[src/iprl_pkg.sv]
package iprl_pkg;
   // register offsets (byte addresses on the plain register port)
   localparam logic [7:0] OFS_CFG = 8'h03;
   localparam logic [7:0] OFS_LIM0 = 8'h10;
   localparam logic [7:0] OFS_LIM7 = 8'h17;
   localparam logic [7:0] OFS_STAT = 8'h20;
   // config register field positions
   localparam int CFG_PORT_BIT = 6;
   localparam int CFG_PPS_BIT = 5;
   localparam int CFG_FC_BIT = 4;
   localparam int CFG_CLS_LSB = 2;
   localparam int CFG_IFG_BIT = 1;
   localparam int CFG_PRE_BIT = 0;
   // status register field positions
   localparam int STAT_FC_BIT = 0;
   localparam int STAT_DROP_BIT = 1;
   // reset values
   localparam logic [6:0] CFG_RST = 7'h00;
   localparam logic [6:0] LIM_RST = 7'h00;
   localparam int NUM_PRIO = 8;
   // frame classes counted against the limit
   localparam logic [1:0] CLS_ALL = 2'h0;
   localparam logic [1:0] CLS_BMF = 2'h1;
   localparam logic [1:0] CLS_BM = 2'h2;
   localparam logic [1:0] CLS_B = 2'h3;
   // per-frame byte additions
   localparam logic [31:0] IFG_BYTES = 32'hc;
   localparam logic [31:0] PRE_BYTES = 32'h8;
   // packets are charged in hundredths so that packet rates stay integral
   localparam logic [31:0] PKT_COST = 32'h64;
   // refill period and clock
   localparam int REFILL_PERIOD_US = 10000;
   localparam int CLK_MHZ = 250;
   localparam int REFILL_CYCLES = REFILL_PERIOD_US * CLK_MHZ;
   // code ranges
   localparam logic [6:0] CODE_STEP_MAX = 7'h0a;
   localparam logic [6:0] CODE_LIN_MAX = 7'h64;
   localparam logic [6:0] CODE_SUB_MIN = 7'h65;
   localparam logic [6:0] CODE_SUB_MAX = 7'h73;
   localparam logic [6:0] CODE_SUB_BIG = 7'h67;
   // credits per refill period (bits, or packets times 100)
   localparam logic [31:0] BPS_LINE_10 = 32'd100000;
   localparam logic [31:0] BPS_LINE_100 = 32'd1000000;
   localparam logic [31:0] BPS_LINE_1000 = 32'd10000000;
   localparam logic [31:0] BPS_STEP_1M = 32'd10000;
   localparam logic [31:0] BPS_STEP_10M = 32'd100000;
   localparam logic [31:0] BPS_SUB_64K = 32'd640;
   localparam logic [31:0] BPS_SUB_640K = 32'd6400;
   localparam logic [31:0] PPS_LINE_10 = 32'd19200;
   localparam logic [31:0] PPS_LINE_100 = 32'd192000;
   localparam logic [31:0] PPS_LINE_1000 = 32'd1920000;
   localparam logic [31:0] PPS_STEP_LO = 32'd1920;
   localparam logic [31:0] PPS_STEP_HI = 32'd19200;
   localparam logic [31:0] PPS_SUB_FIRST = 32'd64;
   localparam logic [31:0] PPS_SUB_STEP = 32'd128;
   localparam logic [31:0] SUB_GIG_MUL = 32'd10;

   typedef enum logic [1:0] {
      SPD_10 = 2'b00,
      SPD_100 = 2'b01,
      SPD_1000 = 2'b10
   } iprl_speed_e;

   typedef enum logic {
      ST_IDLE = 1'b0,
      ST_FILL = 1'b1
   } iprl_state_e;
endpackage

[src/iprl_rate_dec.sv]
`timescale 1ns/1ps
`default_nettype none
module iprl_rate_dec
   import iprl_pkg::*;
(
   input wire logic core_clk,
   input wire logic rst,
   input wire logic [6:0] code,
   input wire logic [1:0] speed,
   input wire logic pps,
   output logic [31:0] rate,
   output logic unlimited
);

   function automatic logic [31:0] rate_of(input logic [6:0] c, input logic [1:0] s,
                                           input logic p);
      logic [31:0] n;
      logic [31:0] m;
      logic [31:0] v;
      n = {25'h0, c};
      m = n - {25'h0, CODE_LIN_MAX};
      v = 32'h0;
      if (c == 7'h00) begin
         case (s)
            SPD_10: v = p ? PPS_LINE_10 : BPS_LINE_10;
            SPD_100: v = p ? PPS_LINE_100 : BPS_LINE_100;
            default: v = p ? PPS_LINE_1000 : BPS_LINE_1000;
         endcase
      end else if (c <= CODE_LIN_MAX) begin
         if (p) begin
            // codes above the step range are undefined at 10M: hold at the last one
            if (s == SPD_1000) v = PPS_STEP_HI * n;
            else if (s == SPD_10 && c > CODE_STEP_MAX) v = PPS_STEP_HI;
            else v = PPS_STEP_LO * n;
         end else if (c <= CODE_STEP_MAX || s == SPD_100) begin
            v = BPS_STEP_1M * n;
         end else if (s == SPD_10) begin
            v = BPS_LINE_10;
         end else begin
            v = BPS_STEP_10M * n;
         end
      end else begin
         if (p) begin
            v = (c == CODE_SUB_MIN) ? PPS_SUB_FIRST : PPS_SUB_STEP * (m - 32'h1);
            if (s == SPD_1000) v = v * SUB_GIG_MUL;
         end else if (s == SPD_1000 || (s == SPD_100 && c <= CODE_SUB_BIG)) begin
            v = BPS_SUB_640K * m;
         end else begin
            v = BPS_SUB_64K * m;
         end
      end
      return v;
   endfunction

   // registered so the long multiply chain never meets the bucket adders
   always_ff @(posedge core_clk) begin
      if (rst) begin
         rate <= 32'h0;
         unlimited <= 1'b0;
      end else begin
         rate <= rate_of(code, speed, pps);
         unlimited <= (code > CODE_SUB_MAX);
      end
   end
endmodule
`default_nettype wire

[src/iprl_limiter.sv]
// The address map and strobed register access are this design's own decisions.
`timescale 1ns/1ps
`default_nettype none
// Behaviour
// - config bit 6 set meters the whole port with one limit, clear meters each priority.
// - config bit 5 set meters packets, clear meters bits.
// - bit 4 with port flow control enabled raises flow control on overrun instead of dropping.
// - bits 3:2 pick counted frames: all, bcast+mcast+flood, bcast+mcast, bcast only.
// - bit 1 adds twelve gap bytes per frame to the bit count.
// - bit 0 adds eight preamble bytes per frame to the bit count.
// - the preamble bit has no effect in packet mode.
// - priority 0 holds a 7-bit limit code, top bit reads zero, resets to zero.
// - limit codes take effect only when the priority 7 register is written.
// - in bit mode the code maps to line rate, 1 Mbps steps or 10 Mbps steps by speed.
// - in packet mode the code maps to 1.92k or 19.2k packets per second steps.
// - codes 101 to 115 select low bit rates in 64 kbps steps (640 kbps steps at 1000M and for codes 101 to 103 at 100M) and low packet rates.
// - priorities 1 to 7 have the same 7-bit limit registers.
module iprl_limiter
   import iprl_pkg::*;
#(
   parameter int TICK_CYCLES = REFILL_CYCLES,
   parameter int LEN_W = 14
) (
   input wire logic core_clk,
   input wire logic rst,
   input wire logic [7:0] reg_addr,
   input wire logic [7:0] reg_wdata,
   input wire logic reg_wr,
   input wire logic reg_rd,
   output logic [7:0] reg_rdata,
   input wire logic [1:0] link_speed,
   input wire logic fc_enable,
   input wire logic frm_valid,
   input wire logic [LEN_W-1:0] frm_len,
   input wire logic [2:0] frm_prio,
   input wire logic frm_bcast,
   input wire logic frm_mcast,
   input wire logic frm_flood,
   output logic frm_done,
   output logic frm_drop,
   output logic flow_ctrl
);

   function automatic logic class_hit(input logic [1:0] m, input logic b, input logic mc,
                                      input logic f);
      case (m)
         CLS_ALL: class_hit = 1'b1;
         CLS_BMF: class_hit = b | mc | f;
         CLS_BM: class_hit = b | mc;
         CLS_B: class_hit = b;
         default: class_hit = 1'b1;
      endcase
   endfunction

   logic [6:0] cfg;
   logic [6:0] lim_shadow [NUM_PRIO];
   logic [6:0] lim_act [NUM_PRIO];
   logic [31:0] credit [NUM_PRIO];
   logic unl [NUM_PRIO];
   logic drop_seen;
   logic [31:0] tick_cnt;
   logic tick;
   iprl_state_e state;
   logic [2:0] fill_idx;
   logic [2:0] fill_bkt;
   logic fill_vld;
   logic [31:0] dec_rate;
   logic dec_unl;
   logic port_mode;
   logic pps_mode;
   logic fc_on;
   logic counted;
   logic [2:0] bkt;
   logic [31:0] cost;
   logic [31:0] bytes;
   logic conform;
   logic over;
   logic stat_rd;

   assign port_mode = cfg[CFG_PORT_BIT];
   assign pps_mode = cfg[CFG_PPS_BIT];
   assign fc_on = cfg[CFG_FC_BIT] & fc_enable;
   assign stat_rd = reg_rd && reg_addr == OFS_STAT;

   // register writes
   always_ff @(posedge core_clk) begin
      if (rst) begin
         cfg <= CFG_RST;
      end else if (reg_wr && reg_addr == OFS_CFG) begin
         cfg <= reg_wdata[6:0];
      end
   end

   // written codes sit in a shadow until the priority 7 write commits them all
   always_ff @(posedge core_clk) begin
      if (rst) begin
         for (int i = 0; i < NUM_PRIO; i++) begin
            lim_shadow[i] <= LIM_RST;
            lim_act[i] <= LIM_RST;
         end
      end else if (reg_wr && reg_addr >= OFS_LIM0 && reg_addr <= OFS_LIM7) begin
         lim_shadow[reg_addr[2:0]] <= reg_wdata[6:0];
         if (reg_addr == OFS_LIM7) begin
            for (int i = 0; i < NUM_PRIO - 1; i++) begin
               lim_act[i] <= lim_shadow[i];
            end
            lim_act[NUM_PRIO-1] <= reg_wdata[6:0];
         end
      end
   end

   // read data one cycle after the strobe; unmapped offsets read zero
   always_ff @(posedge core_clk) begin
      if (rst) begin
         reg_rdata <= 8'h00;
      end else if (reg_rd) begin
         if (reg_addr == OFS_CFG) begin
            reg_rdata <= {1'b0, cfg};
         end else if (reg_addr >= OFS_LIM0 && reg_addr <= OFS_LIM7) begin
            reg_rdata <= {1'b0, lim_shadow[reg_addr[2:0]]};
         end else if (stat_rd) begin
            reg_rdata <= {6'h00, drop_seen, flow_ctrl};
         end else begin
            reg_rdata <= 8'h00;
         end
      end else begin
         reg_rdata <= 8'h00;
      end
   end

   // refill period divider
   always_ff @(posedge core_clk) begin
      if (rst) begin
         tick_cnt <= 32'h0;
         tick <= 1'b0;
      end else if (tick_cnt == 32'(TICK_CYCLES - 1)) begin
         tick_cnt <= 32'h0;
         tick <= 1'b1;
      end else begin
         tick_cnt <= tick_cnt + 32'h1;
         tick <= 1'b0;
      end
   end

   // one decoder is shared: the refill walks the eight buckets in turn
   always_ff @(posedge core_clk) begin
      if (rst) begin
         state <= ST_IDLE;
         fill_idx <= 3'h0;
      end else begin
         case (state)
            ST_IDLE: begin
               fill_idx <= 3'h0;
               if (tick) state <= ST_FILL;
            end
            ST_FILL: begin
               fill_idx <= fill_idx + 3'h1;
               if (fill_idx == 3'h7) state <= ST_IDLE;
            end
            default: state <= ST_IDLE;
         endcase
      end
   end

   always_ff @(posedge core_clk) begin
      if (rst) begin
         fill_vld <= 1'b0;
         fill_bkt <= 3'h0;
      end else begin
         fill_vld <= (state == ST_FILL);
         fill_bkt <= fill_idx;
      end
   end

   iprl_rate_dec u_dec (
      .core_clk(core_clk),
      .rst(rst),
      .code(lim_act[fill_idx]),
      .speed(link_speed),
      .pps(pps_mode),
      .rate(dec_rate),
      .unlimited(dec_unl)
   );

   // frame charge
   always_comb begin
      bytes = {{(32-LEN_W){1'b0}}, frm_len};
      if (cfg[CFG_IFG_BIT]) bytes = bytes + IFG_BYTES;
      if (cfg[CFG_PRE_BIT]) bytes = bytes + PRE_BYTES;
      // preamble bytes only matter to the bit count, so packet mode ignores them
      cost = pps_mode ? PKT_COST : {bytes[28:0], 3'b000};
   end

   assign bkt = port_mode ? 3'h0 : frm_prio;
   assign counted = class_hit(cfg[CFG_CLS_LSB +: 2], frm_bcast, frm_mcast, frm_flood);
   assign conform = unl[bkt] || credit[bkt] >= cost;
   assign over = frm_valid && counted && !conform;

   // a refill resets the window; a charge landing on that bucket the same cycle is lost
   always_ff @(posedge core_clk) begin
      if (rst) begin
         for (int i = 0; i < NUM_PRIO; i++) begin
            credit[i] <= 32'h0;
            unl[i] <= 1'b0;
         end
      end else begin
         for (int i = 0; i < NUM_PRIO; i++) begin
            if (fill_vld && fill_bkt == 3'(i)) begin
               credit[i] <= dec_rate;
               unl[i] <= dec_unl;
            end else if (frm_valid && counted && bkt == 3'(i) && !unl[i]) begin
               credit[i] <= (credit[i] >= cost) ? credit[i] - cost : 32'h0;
            end
         end
      end
   end

   // verdict one cycle after the descriptor
   always_ff @(posedge core_clk) begin
      if (rst) begin
         frm_done <= 1'b0;
         frm_drop <= 1'b0;
      end else begin
         frm_done <= frm_valid;
         frm_drop <= over && !fc_on;
      end
   end

   // flow control holds until the next refill starts or the feature is turned off
   always_ff @(posedge core_clk) begin
      if (rst) begin
         flow_ctrl <= 1'b0;
      end else if (!fc_on) begin
         flow_ctrl <= 1'b0;
      end else if (over) begin
         flow_ctrl <= 1'b1;
      end else if (tick) begin
         flow_ctrl <= 1'b0;
      end
   end

   // sticky drop flag, cleared by a status read; a new drop wins over the clear
   always_ff @(posedge core_clk) begin
      if (rst) begin
         drop_seen <= 1'b0;
      end else if (over && !fc_on) begin
         drop_seen <= 1'b1;
      end else if (stat_rd) begin
         drop_seen <= 1'b0;
      end
   end
endmodule
`default_nettype wire

[config.mk]
export PLATFORM = sky130hd
export DESIGN_NAME = iprl_limiter
export DESIGN_NICKNAME = d
export VERILOG_FILES = /design/src/iprl_pkg.sv /design/src/iprl_rate_dec.sv /design/src/iprl_limiter.sv
export SDC_FILE = /design/constraint.sdc
export NUM_CORES = 2
export LEC_CHECK = 0
export BUFFER_PORTS_ARGS = -buffer_cell sky130_fd_sc_hd__buf_4
export CORE_ASPECT_RATIO = 1.1
export CORE_MARGIN = 5
export CORE_UTILIZATION = 50
export CTS_CLUSTER_DIAMETER = 60
export CTS_CLUSTER_SIZE = 20
export DETAILED_ROUTE_END_ITERATION = 7
export PLACE_DENSITY = 0.69
export SYNTH_ARGS = -nofsm -noshare
export SYNTH_HDL_FRONTEND = slang
export SYNTH_SLANG_ARGS = --single-unit
[constraint.sdc]
create_clock -name core_clk -period 19 [get_ports core_clk]
set_input_delay 1.9 -clock core_clk [delete_from_list [all_inputs] [get_ports core_clk]]
set_output_delay 1.9 -clock core_clk [all_outputs]
set_load 0.01 [all_outputs]
==> metrics.md <==
| Metric | Value |
|---|---|
| Peak supply drop | `0.0000734 V` |
| PwrDens | `65.4 nW/µm²` |
| Hold buffer count at cts | `0` |
| Synth Area in Adders | `15.6%` |
| Seq cells post-synth | `448` |
| Total grt overflow | `0` |
| Outcome | `complete, no violations` |
| Post-synth top flop | `edfxtp_1` |
| Sink Count | `448` |
| Post-CTS resize count | `0` |
| Drt wl/cell | `22.3 µm` |
| Final net count | `4413` |
| Synth Area in Simple Gates | `17.7%` |
| Postcts setup bufs | `0` |
| Sequential cell fraction of total power | `44.0%` |
| Compound-gate portion of the synthesized area | `a little under a fifth` |
| Final critical-path required period | `8.01 ns` |
| Most common cell after layout, fill and taps aside | `ha_1` |
| Min-delay worst type | `register to register` |
| CP top delay family | `compound AO/OA/AOI/OAI gates` |
| Req. time, crit path | `19.42 ns` |
| Final wirelength | `about 110000 µm` |
| Final setup viols | `0` |
| Die Y | `slightly below 300 µm` |
| Unrepaired setup endpoints after global routing | `no` |
| Fmax | `125 MHz` |
| Data arrival, critical path | `between 8 and 9 ns` |
| Die X | `269 µm` |
| Final hold vios | `0` |
| Final Core Density | `54.4%` |
| Slowest stage cell, crit path | `dfxtp_1` |
| Cell-internal power | `1.78 mW` |
| H-tree depth | `2` |
| Final period util | `a little over two fifths` |
| GRT Util Overall | `27.0%` |
| Layout cells sized above 1 | `between 8 and 9%` |
| Vias in the first global route | `29.8k` |
| Cells after Synth | `3934` |
| Clock power share | `32.8%` |
| First-pass GRT wire length | `169000 µm` |
| Setup crit end kind | `register` |
| Maxcap violations | `0` |
| Largest family of logic cells by synthesized area | `compound AO/OA/AOI/OAI gates` |
| Worst skew pair latency | `0.59 ns` |
| Port-buffer cells | `52` |
| Cell area after layout | `between 30000 and 40000 µm²` |
| CTS tree | `yes` |
| Post-DR vias/cell | `slightly above 6` |
| Total negative setup slack | `0 ns` |
| Psw | `822 µW` |
| Post-Syn Area per Cell | `9.38 µm²` |
| Gate power share | `23.3%` |
| Clock transition at the registers of the reported paths | `approximately 0.08 ns` |
| Via count | `30.6k` |
| Cell mode on critical path | `ha_1` |
| Critical path's largest stage delay | `~1.0 ns` |
| Detailed Place HPWL | `83000 µm` |
| Area Overhead vs Synth | `7.77%` |
| Max_slew headroom | `21.4%` |
| Starting DRC count in detailed routing | `2839` |
| Final ANT Viol Nets | `0` |
| XOR/XNOR share of the synthesized area | `approximately 7.2%` |
| Final Max Tran Viols | `0` |
| Inst Count DP | `just under 5k` |
| DP Area | `38400 µm²` |
| GP Congestion | `0.982` |
| Initial antenna violation count | `1` |
| Async SR Flop Fraction | `0%` |
| Starting density of the core | `approximately 50%` |
| Synthesized area | `~37000 µm²` |
| Core Box Area | `approximately 73000 µm²` |
| Clock tree buffer depth | `3` |
| Largest net degree at the start of global routing | `57` |
| I/O pin total | `55` |
| Finished Layout Cells | `4922` |
| Clock root buffer | `clkbuf_16` |
| Core Rows | `104` |
| Commonest non-fill, non-tap cells in the layout | `ha_1 (386), edfxtp_1 (360), nand2_1 (339)` |
| CP Launch Type | `register` |
| WP buf/inv | `5` |
| Post-synthesis sequential area ratio | `34.1%` |
| Mux contribution to synthesized area | `3.41%` |
| Sw Ratio | `31.6%` |
| First drt pass iteration count | `8` |
| Leakage Power | `15.9 nW` |
| Hold Slack | `approximately 0.47 ns` |
| Worst Setup Path Type | `register to register` |
| Post-synth cell types | `105` |
| Worst-Margin Slew | `about 1.2 ns` |
| Post-synth EDFFs | `360` |
| Remaining DRCs | `0` |
| Warnings, synthesis | `0` |
| Inserted Clock Buffers | `39` |
| Die Footprint | `79300 µm²` |
| Max Fanout on Critical Path | `20` |
| Clock Skews | `0.0247 ns` |
-- power by group through the flow --
stage / combinational (mW) / sequential (mW) / clock, mW
4_1_cts: 0.599 / 1.14 / 0.869
2_1_floorplan: 0.451 / 1.14 / 0
3_3_place_gp: 0.587 / 1.16 / 0
3_5_place_dp: 0.594 / 1.16 / 0
6_report: 0.606 / 1.14 / 0.852
5_1_grt: 0.667 / 1.15 / 0.906
-- routing by layer --
metal	up-vias	part of all wire, %	global-route usage [%]	wire length, µm
li1	14500	-	-	-
met1	14600	41	35.7	45100
met2	1210	46	44.0	50100
met3	238	7.8	4.04	8580
met4	0	5.3	12.3	5760
met5	-	0	0	0
-- state kept, by name, summed over array words and instances, names as in the netlist --
name and count:
cfg 7, credit 240, drop_seen 1, fill_bkt 3, fill_idx 3, fill_vld 1
flow_ctrl 1, frm_done 1, frm_drop 1, lim_act 56, lim_shadow 56, reg_rdata 7
state 1, tick 1, tick_cnt 32, u_dec.rate 28, u_dec.unlimited 1, unl 8
-- synthesized netlist by cell type (64+ instances only) --
| cell | count | area (µm²) |
|---|---|---|
| nand3_1 | 82 | 410 |
| o21ai_0 | 260 | 1300 |
| nor3_1 | 93 | 465 |
| xnor2_1 | 165 | 1450 |
| dfxtp_1 | 88 | 1760 |
| a21oi_1 | 214 | 1070 |
| nor2b_1 | 70 | 438 |
| xor2_1 | 139 | 1220 |
| nor2_1 | 315 | 1180 |
| ha_1 | 386 | 4830 |
| nand2b_1 | 69 | 432 |
| clkbuf_1 | 117 | 439 |
| edfxtp_1 | 360 | 10800 |
| and2_1 | 113 | 707 |
| inv_1 | 146 | 548 |
| a22o_1 | 64 | 561 |
| nand2_1 | 340 | 1280 |
-- through the flow --
stage          worst slack, ns  power, mW
2_1_floorplan            11.77       1.59
3_3_place_gp             11.06       1.75
3_5_place_dp             11.02       1.76
4_1_cts                  10.95       2.61
5_1_grt                  10.21       2.72
6_report                 10.99       2.60
-- area by class of cell --
type | instances | area, µm²
clock buffer | 45 | 1040
sequential | 448 | 12600
antenna | 2 | 5.00
tap | 954 | 1190
fill | 6618 | 33400
clock inverter | 26 | 283
timing repair buffer | 121 | 908
multi-input combinational | 3178 | 23200
inverter | 148 | 556
-- path summary, 6_finish.rpt --
path	cells past startpoint	slack, ns	to	from
worst min-delay path	1	0.47	tick_cnt[0]$_SDFF_PP0_	tick_cnt[0]$_SDFF_PP0_
worst max-delay path	25	10.99	u_dec.rate[31]$_SDFF_PP0_	fill_idx[0]$_SDFF_PP0_
worst max register to register	25	10.99	u_dec.rate[31]$_SDFF_PP0_	fill_idx[0]$_SDFF_PP0_
worst min register to register	1	0.47	tick_cnt[0]$_SDFF_PP0_	tick_cnt[0]$_SDFF_PP0_
-- cells by family after synthesis --
| family | after synthesis |
|---|---|
| DFF | 448 |
| xor gates and xnor gates | 304 |
| adders and majority gates | 433 |
| muxes | 84 |
| other | 2 |
| AOI/OAI and AO/OA | 1032 |
| buffers and inverters | 317 |
| and+or+nand+nor | 1314 |
Power figures use the tool's default switching activity.
